$ cat src/inc/hdpm_params.svh
// constants of the half-duplex poll master: timing, offsets, fields and reset values
`ifndef HDPM_PARAMS_SVH
`define HDPM_PARAMS_SVH
`define HDPM_CLK_MHZ          200
`define HDPM_TICK_MS          20
`define HDPM_TICK_CYCLES      (`HDPM_TICK_MS * 1000 * `HDPM_CLK_MHZ)
`define HDPM_REPLY_UNIT_MS    30000
`define HDPM_REPLY_UNIT_TICKS (`HDPM_REPLY_UNIT_MS / `HDPM_TICK_MS)
`define HDPM_ADDR_MAX         8'hFE
`define HDPM_ADDR_BCAST       8'hFF
`define HDPM_LIST_FIRST       2
`define HDPM_OFF_CTRL         12'h000
`define HDPM_OFF_RETRY        12'h004
`define HDPM_OFF_RTSON        12'h008
`define HDPM_OFF_RTSOFF       12'h00C
`define HDPM_OFF_ACKTO        12'h010
`define HDPM_OFF_RWAIT        12'h014
`define HDPM_OFF_RLIMIT       12'h018
`define HDPM_OFF_GROUP        12'h01C
`define HDPM_OFF_MSG          12'h020
`define HDPM_OFF_STATUS       12'h024
`define HDPM_LIVE_PAGE        7'h02
`define HDPM_NORM_PAGE        4'h1
`define HDPM_PRIO_PAGE        4'h2
`define HDPM_CTRL_MODE_LSB    8
`define HDPM_CTRL_SEQ_BIT     10
`define HDPM_CTRL_EN_BIT      11
`define HDPM_STAT_PEND_BIT    0
`define HDPM_STAT_UNDEL_BIT   1
`define HDPM_STAT_RERR_BIT    2
`define HDPM_STAT_AWAIT_BIT   3
`define HDPM_RST_OWN          8'h00
`define HDPM_RST_RETRY        8'h03
`define HDPM_RST_ACKTO        8'h0A
`define HDPM_RST_GROUP        8'h01
`define HDPM_RST_ZERO         8'h00
`endif

$ cat src/inc/hdpm_pkg.sv
// types of the half-duplex poll master
package hdpm_pkg;
   typedef enum logic [2:0] {
      HDPM_IDLE = 3'b000, HDPM_PICK = 3'b001, HDPM_RTS_ON = 3'b011, HDPM_SEND = 3'b010,
      HDPM_RTS_OFF = 3'b110, HDPM_WAIT = 3'b111, HDPM_RWAIT = 3'b101
   } hdpm_state_t;
   typedef enum logic [1:0] {HDPM_SINGLE = 2'h0, HDPM_MULTI = 2'h1, HDPM_MSGB = 2'h2} hdpm_mode_t;
endpackage : hdpm_pkg

$ cat src/inc/hdpm_live_if.sv
// liveness bitmap access between the sequencer and the bitmap store
`timescale 1ns/100ps
interface hdpm_live_if;
   logic        wrEn;
   logic [7:0]  wrAddr;
   logic        wrVal;
   logic [2:0]  rdIdx;
   logic [31:0] rdData;
   logic [7:0]  bitAddr;
   logic        bitVal;
   modport owner (output wrEn, wrAddr, wrVal, rdIdx, bitAddr, input rdData, bitVal);
   modport store (input wrEn, wrAddr, wrVal, rdIdx, bitAddr, output rdData, bitVal);
endinterface : hdpm_live_if

$ cat src/core/hdpm_master.sv
// half-duplex poll master: register slave, poll sequencer, modem timing and reply timer
//
// The AXI4-Lite slave port and the register addresses are this design's own decisions.
`timescale 1ns/100ps
`include "hdpm_params.svh"
module hdpm_master import hdpm_pkg::*; #(
   parameter int TICK_CYCLES = `HDPM_TICK_CYCLES,
   parameter int LIST_DEPTH  = 64
) (
   // clock and reset
   input  wire logic        clk,
   input  wire logic        resetn,
   // axi4-lite write
   input  wire logic [11:0] awaddr,
   input  wire logic        awvalid,
   output logic             awready,
   input  wire logic [31:0] wdata,
   input  wire logic [3:0]  wstrb,
   input  wire logic        wvalid,
   output logic             wready,
   output logic [1:0]       bresp,
   output logic             bvalid,
   input  wire logic        bready,
   // axi4-lite read
   input  wire logic [11:0] araddr,
   input  wire logic        arvalid,
   output logic             arready,
   output logic [31:0]      rdata,
   output logic [1:0]       rresp,
   output logic             rvalid,
   input  wire logic        rready,
   // modem
   output logic             rts,
   input  wire logic        cts,
   // frame engine
   output logic             frmStart,
   output logic             frmPoll,
   output logic [7:0]       frmDest,
   output logic             txGate,
   input  wire logic        frmDone,
   input  wire logic        rxAck,
   input  wire logic        rxEot,
   input  wire logic        rxData,
   input  wire logic        rxReply,
   input  wire logic [7:0]  rxSrc
);
   localparam int       IW     = $clog2(LIST_DEPTH);
   localparam bit [7:0] MAXOFF = 8'(LIST_DEPTH - `HDPM_LIST_FIRST);

   hdpm_live_if lv ();
   hdpm_state_t state;
   logic        tick;
   logic [7:0]  ownAddr, retryLimit, rtsOnDelay, rtsOffDelay, ackTimeout;
   logic [7:0]  replyWait, replyCompletionLimit, groupCount;
   logic [1:0]  pollMode;
   logic        txInSeq, enable;
   logic [7:0]  normList [LIST_DEPTH];
   logic [7:0]  prioList [LIST_DEPTH];
   logic        msgPending, undeliverable, replyErr, awaitReply;
   logic [7:0]  msgDest;
   logic        wrFire, badWrite, msgLoad, rdErr;
   logic [31:0] wd, rdMux, w1c;
   logic [7:0]  cnt, tries, curDest, normOff, prioOff, groupLeft;
   logic        curPoll, inPrio, afterPoll, msgDoneStb, msgFailStb, ackStb;
   logic [7:0]  prioNext, normNext;
   logic [18:0] replyCnt;

   hdpm_tick #(.CYCLES(TICK_CYCLES)) uTick (.clk(clk), .resetn(resetn), .tick(tick));
   hdpm_live_store uLive (.clk(clk), .resetn(resetn), .lv(lv.store));

   // write taken when both channels meet the raised readies
   assign wrFire  = awvalid && wvalid && awready && wready;
   assign wd      = wdata;
   assign msgLoad = wrFire && !badWrite && awaddr == `HDPM_OFF_MSG;
   assign w1c     = (wrFire && awaddr == `HDPM_OFF_STATUS) ? wd : 32'h0;
   assign prioNext = prioList[IW'(prioOff + 8'h02)];
   assign normNext = normList[IW'(normOff + 8'h02)];
   assign lv.rdIdx   = araddr[4:2];
   assign lv.bitAddr = (state == HDPM_PICK) ? normNext : curDest;

   // write checks: bad addresses, full message slot, unmapped offsets
   always_comb begin
      badWrite = 1'b0;
      if (awaddr[11:8] == `HDPM_NORM_PAGE || awaddr[11:8] == `HDPM_PRIO_PAGE) begin
         if (awaddr[7:2] == 6'h00) begin
            badWrite = wd[7:0] > MAXOFF;
         end else if (awaddr[7:2] >= 6'h02) begin
            badWrite = wd[7:0] == `HDPM_ADDR_BCAST || awaddr[7:2] > 6'(LIST_DEPTH - 1);
         end
      end else begin
         unique case (awaddr)
            `HDPM_OFF_CTRL: badWrite = wd[7:0] > `HDPM_ADDR_MAX;
            `HDPM_OFF_MSG: badWrite = msgPending;
            `HDPM_OFF_RETRY, `HDPM_OFF_RTSON, `HDPM_OFF_RTSOFF, `HDPM_OFF_ACKTO,
            `HDPM_OFF_RWAIT, `HDPM_OFF_RLIMIT, `HDPM_OFF_GROUP, `HDPM_OFF_STATUS: badWrite = 1'b0;
            default: badWrite = 1'b1;
         endcase
      end
   end

   // axi write handshake: readies pulse together, response after the write
   always_ff @(posedge clk or negedge resetn) begin
      if (!resetn) begin
         awready <= 1'b0;
         wready  <= 1'b0;
         bvalid  <= 1'b0;
         bresp   <= 2'h0;
      end else begin
         awready <= awvalid && wvalid && !awready && !bvalid;
         wready  <= awvalid && wvalid && !awready && !bvalid;
         if (wrFire) begin
            bvalid <= 1'b1;
            bresp  <= badWrite ? 2'h2 : 2'h0;
         end else if (bready) begin
            bvalid <= 1'b0;
         end
      end
   end

   // configuration registers
   always_ff @(posedge clk or negedge resetn) begin
      if (!resetn) begin
         ownAddr              <= `HDPM_RST_OWN;
         retryLimit           <= `HDPM_RST_RETRY;
         rtsOnDelay           <= `HDPM_RST_ZERO;
         rtsOffDelay          <= `HDPM_RST_ZERO;
         ackTimeout           <= `HDPM_RST_ACKTO;
         replyWait            <= `HDPM_RST_ZERO;
         replyCompletionLimit <= `HDPM_RST_ZERO;
         groupCount           <= `HDPM_RST_GROUP;
         pollMode             <= 2'h0;
         txInSeq              <= 1'b0;
         enable               <= 1'b0;
      end else if (wrFire && !badWrite && wstrb[1:0] == 2'h3) begin
         unique case (awaddr)
            `HDPM_OFF_CTRL: begin
               ownAddr  <= wd[7:0];
               pollMode <= wd[`HDPM_CTRL_MODE_LSB +: 2];
               txInSeq  <= wd[`HDPM_CTRL_SEQ_BIT];
               enable   <= wd[`HDPM_CTRL_EN_BIT];
            end
            `HDPM_OFF_RETRY:  retryLimit           <= wd[7:0];
            `HDPM_OFF_RTSON:  rtsOnDelay           <= wd[7:0];
            `HDPM_OFF_RTSOFF: rtsOffDelay          <= wd[7:0];
            `HDPM_OFF_ACKTO:  ackTimeout           <= wd[7:0];
            `HDPM_OFF_RWAIT:  replyWait            <= wd[7:0];
            `HDPM_OFF_RLIMIT: replyCompletionLimit <= wd[7:0];
            `HDPM_OFF_GROUP:  groupCount           <= wd[7:0];
            default: ;
         endcase
      end
   end

   // poll lists: entry 0 count, entry 1 kept by the sequencer, addresses from entry 2
   always_ff @(posedge clk or negedge resetn) begin
      if (!resetn) begin
         for (int i = 0; i < LIST_DEPTH; i++) begin
            normList[i] <= 8'h00;
            prioList[i] <= 8'h00;
         end
      end else if (wrFire && !badWrite && wstrb[0] && awaddr[7:2] != 6'h01) begin
         if (awaddr[11:8] == `HDPM_NORM_PAGE) begin
            normList[IW'(awaddr[7:2])] <= wd[7:0];
         end else if (awaddr[11:8] == `HDPM_PRIO_PAGE) begin
            prioList[IW'(awaddr[7:2])] <= wd[7:0];
         end
      end
   end

   // outbound message slot and sticky status; a set beats a clear
   always_ff @(posedge clk or negedge resetn) begin
      if (!resetn) begin
         msgPending    <= 1'b0;
         msgDest       <= 8'h00;
         undeliverable <= 1'b0;
      end else begin
         if (msgLoad) begin
            msgPending <= 1'b1;
            msgDest    <= wd[7:0];
         end else if (msgDoneStb) begin
            msgPending <= 1'b0;
         end
         if (msgFailStb) begin
            undeliverable <= 1'b1;
         end else if (w1c[`HDPM_STAT_UNDEL_BIT]) begin
            undeliverable <= 1'b0;
         end
      end
   end

   // reply timer in 30 s units from the ack
   always_ff @(posedge clk or negedge resetn) begin
      if (!resetn) begin
         replyCnt   <= 19'h0;
         awaitReply <= 1'b0;
         replyErr   <= 1'b0;
      end else begin
         if (tick && replyCnt != 19'h0) begin
            replyCnt <= replyCnt - 19'h1;
         end
         if (ackStb) begin
            awaitReply <= 1'b1;
            replyCnt   <= 19'(replyCompletionLimit * `HDPM_REPLY_UNIT_TICKS);
         end else if (awaitReply && rxReply && rxSrc == msgDest) begin
            awaitReply <= 1'b0;
         end else if (awaitReply && replyCnt == 19'h0) begin
            awaitReply <= 1'b0;
         end
         if (awaitReply && !ackStb && replyCnt == 19'h0 && !(rxReply && rxSrc == msgDest)) begin
            replyErr <= 1'b1;
         end else if (w1c[`HDPM_STAT_RERR_BIT]) begin
            replyErr <= 1'b0;
         end
      end
   end

   // register read mux
   always_comb begin
      rdMux = 32'h0;
      rdErr = 1'b0;
      if (araddr[11:5] == `HDPM_LIVE_PAGE) begin
         rdMux = lv.rdData;
      end else if (araddr[11:8] == `HDPM_NORM_PAGE || araddr[11:8] == `HDPM_PRIO_PAGE) begin
         if (araddr[7:2] > 6'(LIST_DEPTH - 1)) begin
            rdErr = 1'b1;
         end else if (araddr[7:2] == 6'h01) begin
            rdMux[7:0] = (araddr[11:8] == `HDPM_NORM_PAGE) ? normOff : prioOff;
         end else begin
            rdMux[7:0] = (araddr[11:8] == `HDPM_NORM_PAGE) ? normList[IW'(araddr[7:2])]
                                                           : prioList[IW'(araddr[7:2])];
         end
      end else begin
         unique case (araddr)
            `HDPM_OFF_CTRL:   rdMux = {20'h0, enable, txInSeq, pollMode, ownAddr};
            `HDPM_OFF_RETRY:  rdMux[7:0] = retryLimit;
            `HDPM_OFF_RTSON:  rdMux[7:0] = rtsOnDelay;
            `HDPM_OFF_RTSOFF: rdMux[7:0] = rtsOffDelay;
            `HDPM_OFF_ACKTO:  rdMux[7:0] = ackTimeout;
            `HDPM_OFF_RWAIT:  rdMux[7:0] = replyWait;
            `HDPM_OFF_RLIMIT: rdMux[7:0] = replyCompletionLimit;
            `HDPM_OFF_GROUP:  rdMux[7:0] = groupCount;
            `HDPM_OFF_MSG:    rdMux[7:0] = msgDest;
            `HDPM_OFF_STATUS: rdMux[3:0] = {awaitReply, replyErr, undeliverable, msgPending};
            default:          rdErr = 1'b1;
         endcase
      end
   end

   // axi read handshake
   always_ff @(posedge clk or negedge resetn) begin
      if (!resetn) begin
         arready <= 1'b0;
         rvalid  <= 1'b0;
         rdata   <= 32'h0;
         rresp   <= 2'h0;
      end else begin
         arready <= arvalid && !arready && !rvalid;
         if (arvalid && arready) begin
            rvalid <= 1'b1;
            rdata  <= rdMux;
            rresp  <= rdErr ? 2'h2 : 2'h0;
         end else if (rready) begin
            rvalid <= 1'b0;
         end
      end
   end

   // poll sequencer with modem timing; counters load on entry and run on the tick
   always_ff @(posedge clk or negedge resetn) begin
      if (!resetn) begin
         state      <= HDPM_IDLE;
         cnt        <= 8'h00;
         tries      <= 8'h00;
         curDest    <= 8'h00;
         curPoll    <= 1'b0;
         inPrio     <= 1'b1;
         normOff    <= 8'h00;
         prioOff    <= 8'h00;
         groupLeft  <= 8'h00;
         afterPoll  <= 1'b0;
         rts        <= 1'b0;
         frmStart   <= 1'b0;
         frmPoll    <= 1'b0;
         frmDest    <= 8'h00;
         txGate     <= 1'b0;
         msgDoneStb <= 1'b0;
         msgFailStb <= 1'b0;
         ackStb     <= 1'b0;
         lv.wrEn    <= 1'b0;
         lv.wrAddr  <= 8'h00;
         lv.wrVal   <= 1'b0;
      end else begin
         frmStart   <= 1'b0;
         msgDoneStb <= 1'b0;
         msgFailStb <= 1'b0;
         ackStb     <= 1'b0;
         lv.wrEn    <= 1'b0;
         if (tick && cnt != 8'h00) begin
            cnt <= cnt - 8'h01;
         end
         unique case (state)
            HDPM_IDLE: if (enable) state <= HDPM_PICK;
            HDPM_PICK: begin
               tries <= 8'h00;
               if (!enable) begin
                  state <= HDPM_IDLE;
               end else if (msgPending && !txInSeq && afterPoll) begin
                  afterPoll <= 1'b0;
                  curPoll   <= 1'b0;
                  curDest   <= msgDest;
                  rts       <= 1'b1;
                  cnt       <= rtsOnDelay;
                  state     <= HDPM_RTS_ON;
               end else if (inPrio) begin
                  if (prioOff < prioList[0]) begin
                     prioOff <= prioOff + 8'h01;
                     if (prioNext != ownAddr || (txInSeq && msgPending)) begin
                        curPoll <= prioNext != ownAddr;
                        curDest <= (prioNext == ownAddr) ? msgDest : prioNext;
                        rts     <= 1'b1;
                        cnt     <= rtsOnDelay;
                        state   <= HDPM_RTS_ON;
                     end
                  end else begin
                     inPrio    <= 1'b0;
                     groupLeft <= groupCount;
                  end
               end else if (groupLeft == 8'h00 || normOff >= normList[0]) begin
                  inPrio  <= 1'b1;
                  prioOff <= 8'h00;
                  if (normOff >= normList[0]) normOff <= 8'h00;
               end else begin
                  normOff <= normOff + 8'h01;
                  if (normNext != ownAddr) begin
                     if (lv.bitVal) groupLeft <= groupLeft - 8'h01;
                     curPoll <= 1'b1;
                     curDest <= normNext;
                     rts     <= 1'b1;
                     cnt     <= rtsOnDelay;
                     state   <= HDPM_RTS_ON;
                  end else if (txInSeq && msgPending) begin
                     curPoll <= 1'b0;
                     curDest <= msgDest;
                     rts     <= 1'b1;
                     cnt     <= rtsOnDelay;
                     state   <= HDPM_RTS_ON;
                  end
               end
            end
            HDPM_RTS_ON: if (cnt == 8'h00 && cts) begin
               frmStart <= 1'b1;
               frmPoll  <= curPoll;
               frmDest  <= curDest;
               txGate   <= 1'b1;
               state    <= HDPM_SEND;
            end
            HDPM_SEND: begin
               txGate <= cts;
               if (frmDone) begin
                  txGate <= 1'b0;
                  cnt    <= rtsOffDelay;
                  state  <= HDPM_RTS_OFF;
               end
            end
            HDPM_RTS_OFF: if (cnt == 8'h00) begin
               rts   <= 1'b0;
               cnt   <= ackTimeout;
               state <= HDPM_WAIT;
            end
            HDPM_WAIT: begin
               if (curPoll && (rxData || rxEot) && rxSrc == curDest) begin
                  lv.wrEn   <= 1'b1;
                  lv.wrAddr <= curDest;
                  lv.wrVal  <= 1'b1;
                  if (rxData && pollMode == HDPM_MULTI) begin
                     tries <= 8'h00;
                     rts   <= 1'b1;
                     cnt   <= rtsOnDelay;
                     state <= HDPM_RTS_ON;
                  end else begin
                     afterPoll <= 1'b1;
                     state     <= HDPM_PICK;
                  end
               end else if (!curPoll && rxAck) begin
                  msgDoneStb <= 1'b1;
                  ackStb     <= 1'b1;
                  if (pollMode == HDPM_MSGB) begin
                     cnt   <= replyWait;
                     state <= HDPM_RWAIT;
                  end else begin
                     state <= HDPM_PICK;
                  end
               end else if (cnt == 8'h00) begin
                  if (tries < retryLimit) begin
                     tries <= tries + 8'h01;
                     rts   <= 1'b1;
                     cnt   <= rtsOnDelay;
                     state <= HDPM_RTS_ON;
                  end else begin
                     state <= HDPM_PICK;
                     if (curPoll) begin
                        afterPoll <= 1'b1;
                        lv.wrEn   <= lv.bitVal;
                        lv.wrAddr <= curDest;
                        lv.wrVal  <= 1'b0;
                     end else begin
                        msgFailStb <= 1'b1;
                        msgDoneStb <= 1'b1;
                     end
                  end
               end
            end
            HDPM_RWAIT: if (cnt == 8'h00) begin
               curPoll <= 1'b1;
               tries   <= 8'h00;
               rts     <= 1'b1;
               cnt     <= rtsOnDelay;
               state   <= HDPM_RTS_ON;
            end
            default: state <= HDPM_IDLE;
         endcase
      end
   end
endmodule : hdpm_master

$ cat src/core/hdpm_tick.sv
// shared 20 ms tick divider
`timescale 1ns/100ps
module hdpm_tick #(
   parameter int CYCLES = 4000000
) (
   // clock and reset
   input  wire logic clk,
   input  wire logic resetn,
   // tick out
   output logic      tick
);
   logic [31:0] count;

   // count down and pulse once per period
   always_ff @(posedge clk or negedge resetn) begin
      if (!resetn) begin
         count <= 32'h0;
         tick  <= 1'b0;
      end else if (count == 32'h0) begin
         count <= 32'(CYCLES - 1);
         tick  <= 1'b1;
      end else begin
         count <= count - 32'h1;
         tick  <= 1'b0;
      end
   end
endmodule : hdpm_tick

$ cat src/core/hdpm_live_store.sv
// per-station liveness bitmap, station 0 at bit 0 of word 0
`timescale 1ns/100ps
module hdpm_live_store (
   // clock and reset
   input  wire logic  clk,
   input  wire logic  resetn,
   // bitmap access
   hdpm_live_if.store lv
);
   logic [31:0] word [8];

   // one bit per station, 1 active, 0 inactive
   always_ff @(posedge clk or negedge resetn) begin
      if (!resetn) begin
         for (int i = 0; i < 8; i++) begin
            word[i] <= 32'h0;
         end
      end else if (lv.wrEn) begin
         word[lv.wrAddr[7:5]][lv.wrAddr[4:0]] <= lv.wrVal;
      end
   end

   // word and bit reads
   assign lv.rdData = word[lv.rdIdx];
   assign lv.bitVal = word[lv.bitAddr[7:5]][lv.bitAddr[4:0]];
endmodule : hdpm_live_store

$ cat config.mk
export PLATFORM = sky130hd
export DESIGN_NAME = hdpm_master
export DESIGN_NICKNAME = d
export VERILOG_FILES = /design/src/inc/hdpm_pkg.sv /design/src/inc/hdpm_live_if.sv /design/src/core/hdpm_master.sv /design/src/core/hdpm_tick.sv /design/src/core/hdpm_live_store.sv
export VERILOG_INCLUDE_DIRS = /design/src /design/src/inc
export SDC_FILE = /design/constraint.sdc
export NUM_CORES = 2
export LEC_CHECK = 0
export ABC_CLOCK_PERIOD_IN_PS = 6050
export BUFFER_PORTS_ARGS = -buffer_cell sky130_fd_sc_hd__buf_2
export CAP_MARGIN = 0
export CORE_MARGIN = 8
export CORE_UTILIZATION = 59
export DETAILED_ROUTE_END_ITERATION = 8
export PLACE_DENSITY = 0.8
export SYNTH_ARGS = -nofsm -noshare
export SYNTH_HDL_FRONTEND = slang
export SYNTH_SLANG_ARGS = --single-unit
$ cat constraint.sdc
create_clock -name clk -period 6.05 [get_ports clk]
set_input_delay 0.605 -clock clk [delete_from_list [all_inputs] [get_ports clk]]
set_output_delay 0.605 -clock clk [all_outputs]
set_load 0.02 [all_outputs]
-- Word-level counts from Yosys, hierarchy flattened
Index checks and enable logic that the tools add are counted.
- reductions and logical operators: 102
- muxes and demuxes: 202
- multiply operators: 1
- magnitude comparators: 20
- bitwise logic cells: 10
- add/sub/neg operators: 9
- eq/ne operators: 72
- operators with widths (kind ; number):
    $bwmux W512 ; 2
    $mux W8 ; 62
    $bwmux W256 ; 1
    $mux W32 ; 7
    $bmux W32 S3 ; 2
    $bmux W8 S6 ; 4
    $demux W32 S3 ; 1
    $eq A12 B5 Y1 const B ; 8
    $mux W1 ; 84
    $mux W3 ; 18
    $demux W8 S6 ; 1
    $eq A12 B4 Y1 const B ; 4
    $eq A12 B6 Y1 const B ; 4
    $pmux W4 S10 ; 1
    $pmux W8 S5 ; 1
    $mux W19 ; 2
    $pmux W4 S9 ; 1
    $logic_and A1 B1 Y1 ; 34
    $logic_not A32 Y1 ; 1
    $sub A32 B1 Y32 const B ; 1
    $ge A7 B7 Y1 const B ; 4
    $not A6 Y7 ; 4
    $reduce_bool A2 Y1 ; 14
    $add A8 B1 Y8 const B ; 3
    other kinds (72) ; 152
- word-level logic and storage cells: 599
- output and inout bits: 53
- bits of input ports: 81
- register bits after elaboration: 1531

-- Depth between registers and ports, before layout
- word-level depth: 18
- depth in mapped cells: 21

-- Modules after synthesis
Synthesis repeated with hierarchy kept, for this count alone.
- cell total of the unflattened synthesis: 6758
- area total of the unflattened synthesis: 87028.5 um2
- by module, submodules not included (module ; sequential area each (um2) ; times used ; area each (um2) ; cells each):
    hdpm_master ; 31037.3 ; 1 ; 70398.8 ; 5368
    hdpm_live_store ; 6406.1 ; 1 ; 15025.7 ; 1230
    hdpm_tick ; 825.8 ; 1 ; 1604.0 ; 160

-- Worst setup path after synthesis
OpenSTA, ideal clock, no wires.
- path kind: reg2reg
- start: reg normOff[0]
- end: reg state[1]
- library setup time: 0.119 ns
- clock period less this slack: 4.448 ns
- slack: 1.602 ns
- data required time: 5.931 ns
- data arrival time: 4.330 ns
- cell stages (with the launch flop): 22
- buffers on the path: 6
- cell sequence: dfrtp_1 > buf_6 > buf_12 > buf_12 > buf_4 > inv_2 > buf_1 > ha_1 > nand2b_1 > a21o_1 > a21o_1 > a21o_1 > a21o_1 > a21o_1 > a21o_1 > a211oi_1 > o211ai_2 > o221a_2 > buf_4 > a211oi_1 > o211ai_1 > o21a_1
- cells in the longest elaborated chain, start to end: 12
- elaborated cells between the ends (all ways): 17
- those cells by class: 1 x add/sub; 1 x order compare; 3 x eq/ne; 9 x mux; 1 x bitwise; 2 x reduce/logical
- ends and longest elaborated chain (item ; line ; text):
    start, declared ; hdpm_master.sv:63 ; logic [7:0] cnt, tries, curDest, normOff, prioOff, groupLeft;
    start signal, assigned ; hdpm_master.sv:333 ; normOff <= normOff + 8'h01;
    $add A6 B2 Y6 ; hdpm_master.sv:77 ; assign normNext = normList[IW'(normOff + 8'h02)];
    $not A6 Y7 (implied by the code) ; hdpm_master.sv:77 ;
    $bmux W8 S6 ; hdpm_master.sv:77 ;
    $mux W8 (implied by the code) (2 in series) ; hdpm_master.sv:77 ;
    $ne A8 B8 Y1 ; hdpm_master.sv:334 ; if (normNext != ownAddr) begin
    $mux W3 ; hdpm_master.sv:334 ;
    $mux W3 ; hdpm_master.sv:328 ; end else if (groupLeft == 8'h00 || normOff >= normList[0]) begin
    $mux W3 ; hdpm_master.sv:314 ; end else if (inPrio) begin
    $mux W3 ; hdpm_master.sv:307 ; end else if (msgPending && !txInSeq && afterPoll) begin
    $mux W3 ; hdpm_master.sv:305 ; if (!enable) begin
    $pmux W3 S7 ; hdpm_master.sv:301 ; unique case (state)
    end signal, assigned ; hdpm_master.sv:302 ; HDPM_IDLE: if (enable) state <= HDPM_PICK;
    end signal, assigned ; hdpm_master.sv:306 ; state <= HDPM_IDLE;
    end signal, assigned ; hdpm_master.sv:313 ; state <= HDPM_RTS_ON;
    end, declared ; hdpm_master.sv:51 ; hdpm_state_t state;
Parallel ways exist; a longest one is shown, timed or not. The select of a mux whose other input is x is not followed.
A chain may end at the register's enable or synchronous reset.

-- Final worst setup path
Ends and elaborated chain as after synthesis.

==> results.md <==
- Worst setup margin: 0.394 ns
- Rel. slew slack: 0.124
- Crit. End Element: register
- Vias in the first global route: 62.1k
- Cell Area, Synth: 0.0850 mm²
- DRC viols: 0
- Mux contribution to synthesized area: 0.353
- Main combinational cell family by area after synthesis: multiplexers
- Max-capacitance violation count: 0
- GRT Overall Usage: 0.318
- #FFs+latches synth: 1529
- Crit-path most repeated cell: buf_4
- Fin crit share: 0.935
- I/O pin cnt: 134
- Layout cell share with drive strength beyond 1: 0.359
- Clock Skew: 0.0321 ns
- Setup crit start kind: register
- Power Total: 22.5 mW
- Maximum clock path buffer count: 3
- Static leakage: 42.8 nW
- YS warnings: 0
- TritonCTS buffer count: 165
- TritonCTS clock tree: built
- IO buf count: 109
- Global-route wire length before repair: 386000 µm
- Main synth FF type: dfrtp_1
- Critical Path AT: 6.40 ns
- Post_cts resized: 0
- Area share of fa/ha/maj cells after synthesis: 0.0168
- Syn Inst Count: 6600
- Die span in y: 396 µm
- Die Width: 396 µm
- Wire per inst: 29.2 µm
- Crit-path slowest cell: dfrtp_4
- Initial antenna violation count: 20
- Most common cell after layout, fill and taps aside: dfrtp_1
- Simple-gate share of the synthesized area: 0.0643
- IR drop worst, VDD: 247 µV
- Final Cell Area: 0.0937 mm²
- Post-synth top area cell: dfrtp_1
- RSZ-0062 raised after global routing: no
- Initial Util: 0.593
- Area growth syn-to-layout: 10.2%
- Setup bufs post-CTS: 0
- Die Area: 0.157 mm²
- Share of the synthesized area in the top cell type: 0.448
- Fin crit period: 5.66 ns
- CP Class: reg2reg
- Core Area: 0.143 mm²
- Slew @ Worst Pin: 1.31 ns
- Post-route ant nets: 0
- CP cell instances: buf_4, mux4_2, nand2_1, nand4_1, a41oi_2, nor2_1, xnor2_1, nand3_1, or4_1, o211ai_2, o221a_2, buf_4, a211oi_1, o211ai_1, o21a_1
- WP data required: 6.79 ns
- CTS Hold Bufs: 6
- Final Hold Vio Count: 0
- Syn Area/Cell: 12.9 µm²
- Nets: 6775
- Worst-Skew Late Latency: 0.82 ns
- Clock slew at reported path FFs: 0.06 ns
- DRT Wirelength: 252000 µm
- Compound-Gate Fraction of Synth Area: 0.0726
- Pre-CTS WS: 0.596 ns
- Synth cell types: 97
- First drt pass iteration count: 8
- Post-DP HPWL: 164000 µm
- Final TNS setup: 0 ns
- Top post-synthesis cells by area: dfrtp_1 45%, mux4_2 17%, mux2_2 14%, mux2i_1 3.0%, nand2_1 2.5%
- Cell chosen for the clock root: clkbuf_16
- PwrDens: 241 mW/mm²
- EDFF count, synth: 0
- Via count: 60.8k
- Largest net degree at the start of global routing: 193
- Most frequent cells in the layout: 1519 x dfrtp_1, 1092 x mux2_2, 639 x mux4_2, 572 x nand2_1, 394 x o21ai_0
- Cell Rows: 139
- Hold Crit Class: in2reg
- Synth async-reset ratio: 1.00
- Slowest stage delay, CP: 1.04 ns
- Worst Path Max Fanout: 44
- DR vias/cell: 7.04
- GRT Residual Overflow: 0
- Post-synthesis sequential area ratio: 0.450
- Dpl cell area: 0.0881 mm²
- Clk sinks: 1529
- First DRT Iteration DRCs: 7041
- Setup violation total in the final timing report: 0
- Run status: finished, final reports clean
- CTS H-tree depth: 4
- Slew Viols, Final: 0
- Routability-driven placement congestion ratio: 0.957
- Fmax: 177 MHz
- XOR/XNOR Fraction of Synth Area: 0.0112
through the flow:
step	std cells	hold WS, ns	utilization
final	8640	0.0384	0.654
after global routing	8632	0.0255	0.654
after CTS	8628	0.00513	0.654
after detailed placement	8325	0.383	0.614
after global placement	8325	0.377	0.614
after floorplan	6601	0.309	-
critical path: cells and delay by family, from the launching register on:
kind / cells / cell delay (ns)
muxes: 1 / 0.53
buffers and inverters: 2 / 0.62
DFF: 1 / 1.04
xor gates and xnor gates: 1 / 0.22
and+or+nand+nor: 5 / 1.43
AOI/OAI and AO/OA: 6 / 1.66
kinds of logic after synthesis:
logic type / after synthesis
other cells: 1
fa+ha+maj: 99
flops: 1529
simple gates: 1236
xor+xnor: 109
compound gates: 963
buf+inv: 645
mux: 2018
state kept, by name, indices dropped and copies added, names as in the netlist, 19 cells and up:
register / cells
uLive.word: 256
normList: 512
rdata: 32
prioList: 512
replyCnt: 19
uTick.count: 32
cell type report:
cell class / count / area [µm²]
sequential: 1529 / 38300
tap: 1903 / 2380
fill: 10000 / 49600
inverter: 120 / 455
clock buffer: 242 / 4910
antenna: 12 / 30.0
multi-input combinational: 4427 / 44100
clock inverter: 55 / 641
timing repair buffer: 352 / 2850
where the power goes:
| group | switching [mW] | internal, mW |
|---|---|---|
| logic | 1.12 | 0.509 |
| registers | 0.163 | 10.3 |
| clock network | 4.31 | 6.09 |
| total | 5.59 | 16.9 |
metal layers:
metal	routed length, µm	GRT usage	part of all wire	vias up
met5	52	0	0.00021	-
met4	14700	0.165	0.058	8
met3	29100	0.0982	0.12	839
met2	116000	0.483	0.46	3792
met1	92700	0.414	0.37	31300
li1	-	-	-	24900
Yosys cell counts (18+ instances only):
library cell,number
a21o_1,30
buf_6,20
inv_1,118
nor4_1,19
nor2b_1,22
nand4_1,39
clkbuf_1,394
mux2i_1,259
o31ai_1,136
mux4_2,639
mux4_1,25
xor2_1,51
o21ai_0,394
xnor2_1,58
nand2b_1,29
buf_4,26
a211oi_1,34
nor3_1,59
nor2_1,298
dfrtp_1,1523
and2_1,20
buf_2,23
nand3_1,87
and3_1,18
mux2_2,1092
buf_1,55
ha_1,74
nand2_1,573
a21oi_1,129
fa_1,25
a22oi_1,77
final timing paths:
path,start,to,slack (ns),cells after the start
setup / recovery,normOff[0]$_DFFE_PN0P_,state[1]$_DFFE_PN0P_,0.39,15
hold / removal,wdata[10],txInSeq$_DFFE_PN0P_,0.04,2
setup reg to reg,normOff[0]$_DFFE_PN0P_,state[1]$_DFFE_PN0P_,0.39,15
hold reg to reg,normList[499]$_DFFE_PN0P_,normList[499]$_DFFE_PN0P_,0.40,0
max in group asynchronous,resetn,uLive.word[187]$_DFFE_PN0P_,3.82,3
min in group asynchronous,resetn,uTick.count[5]$_DFF_PN0_,0.50,2
Note: power is estimated with default switching activity, not from simulation.
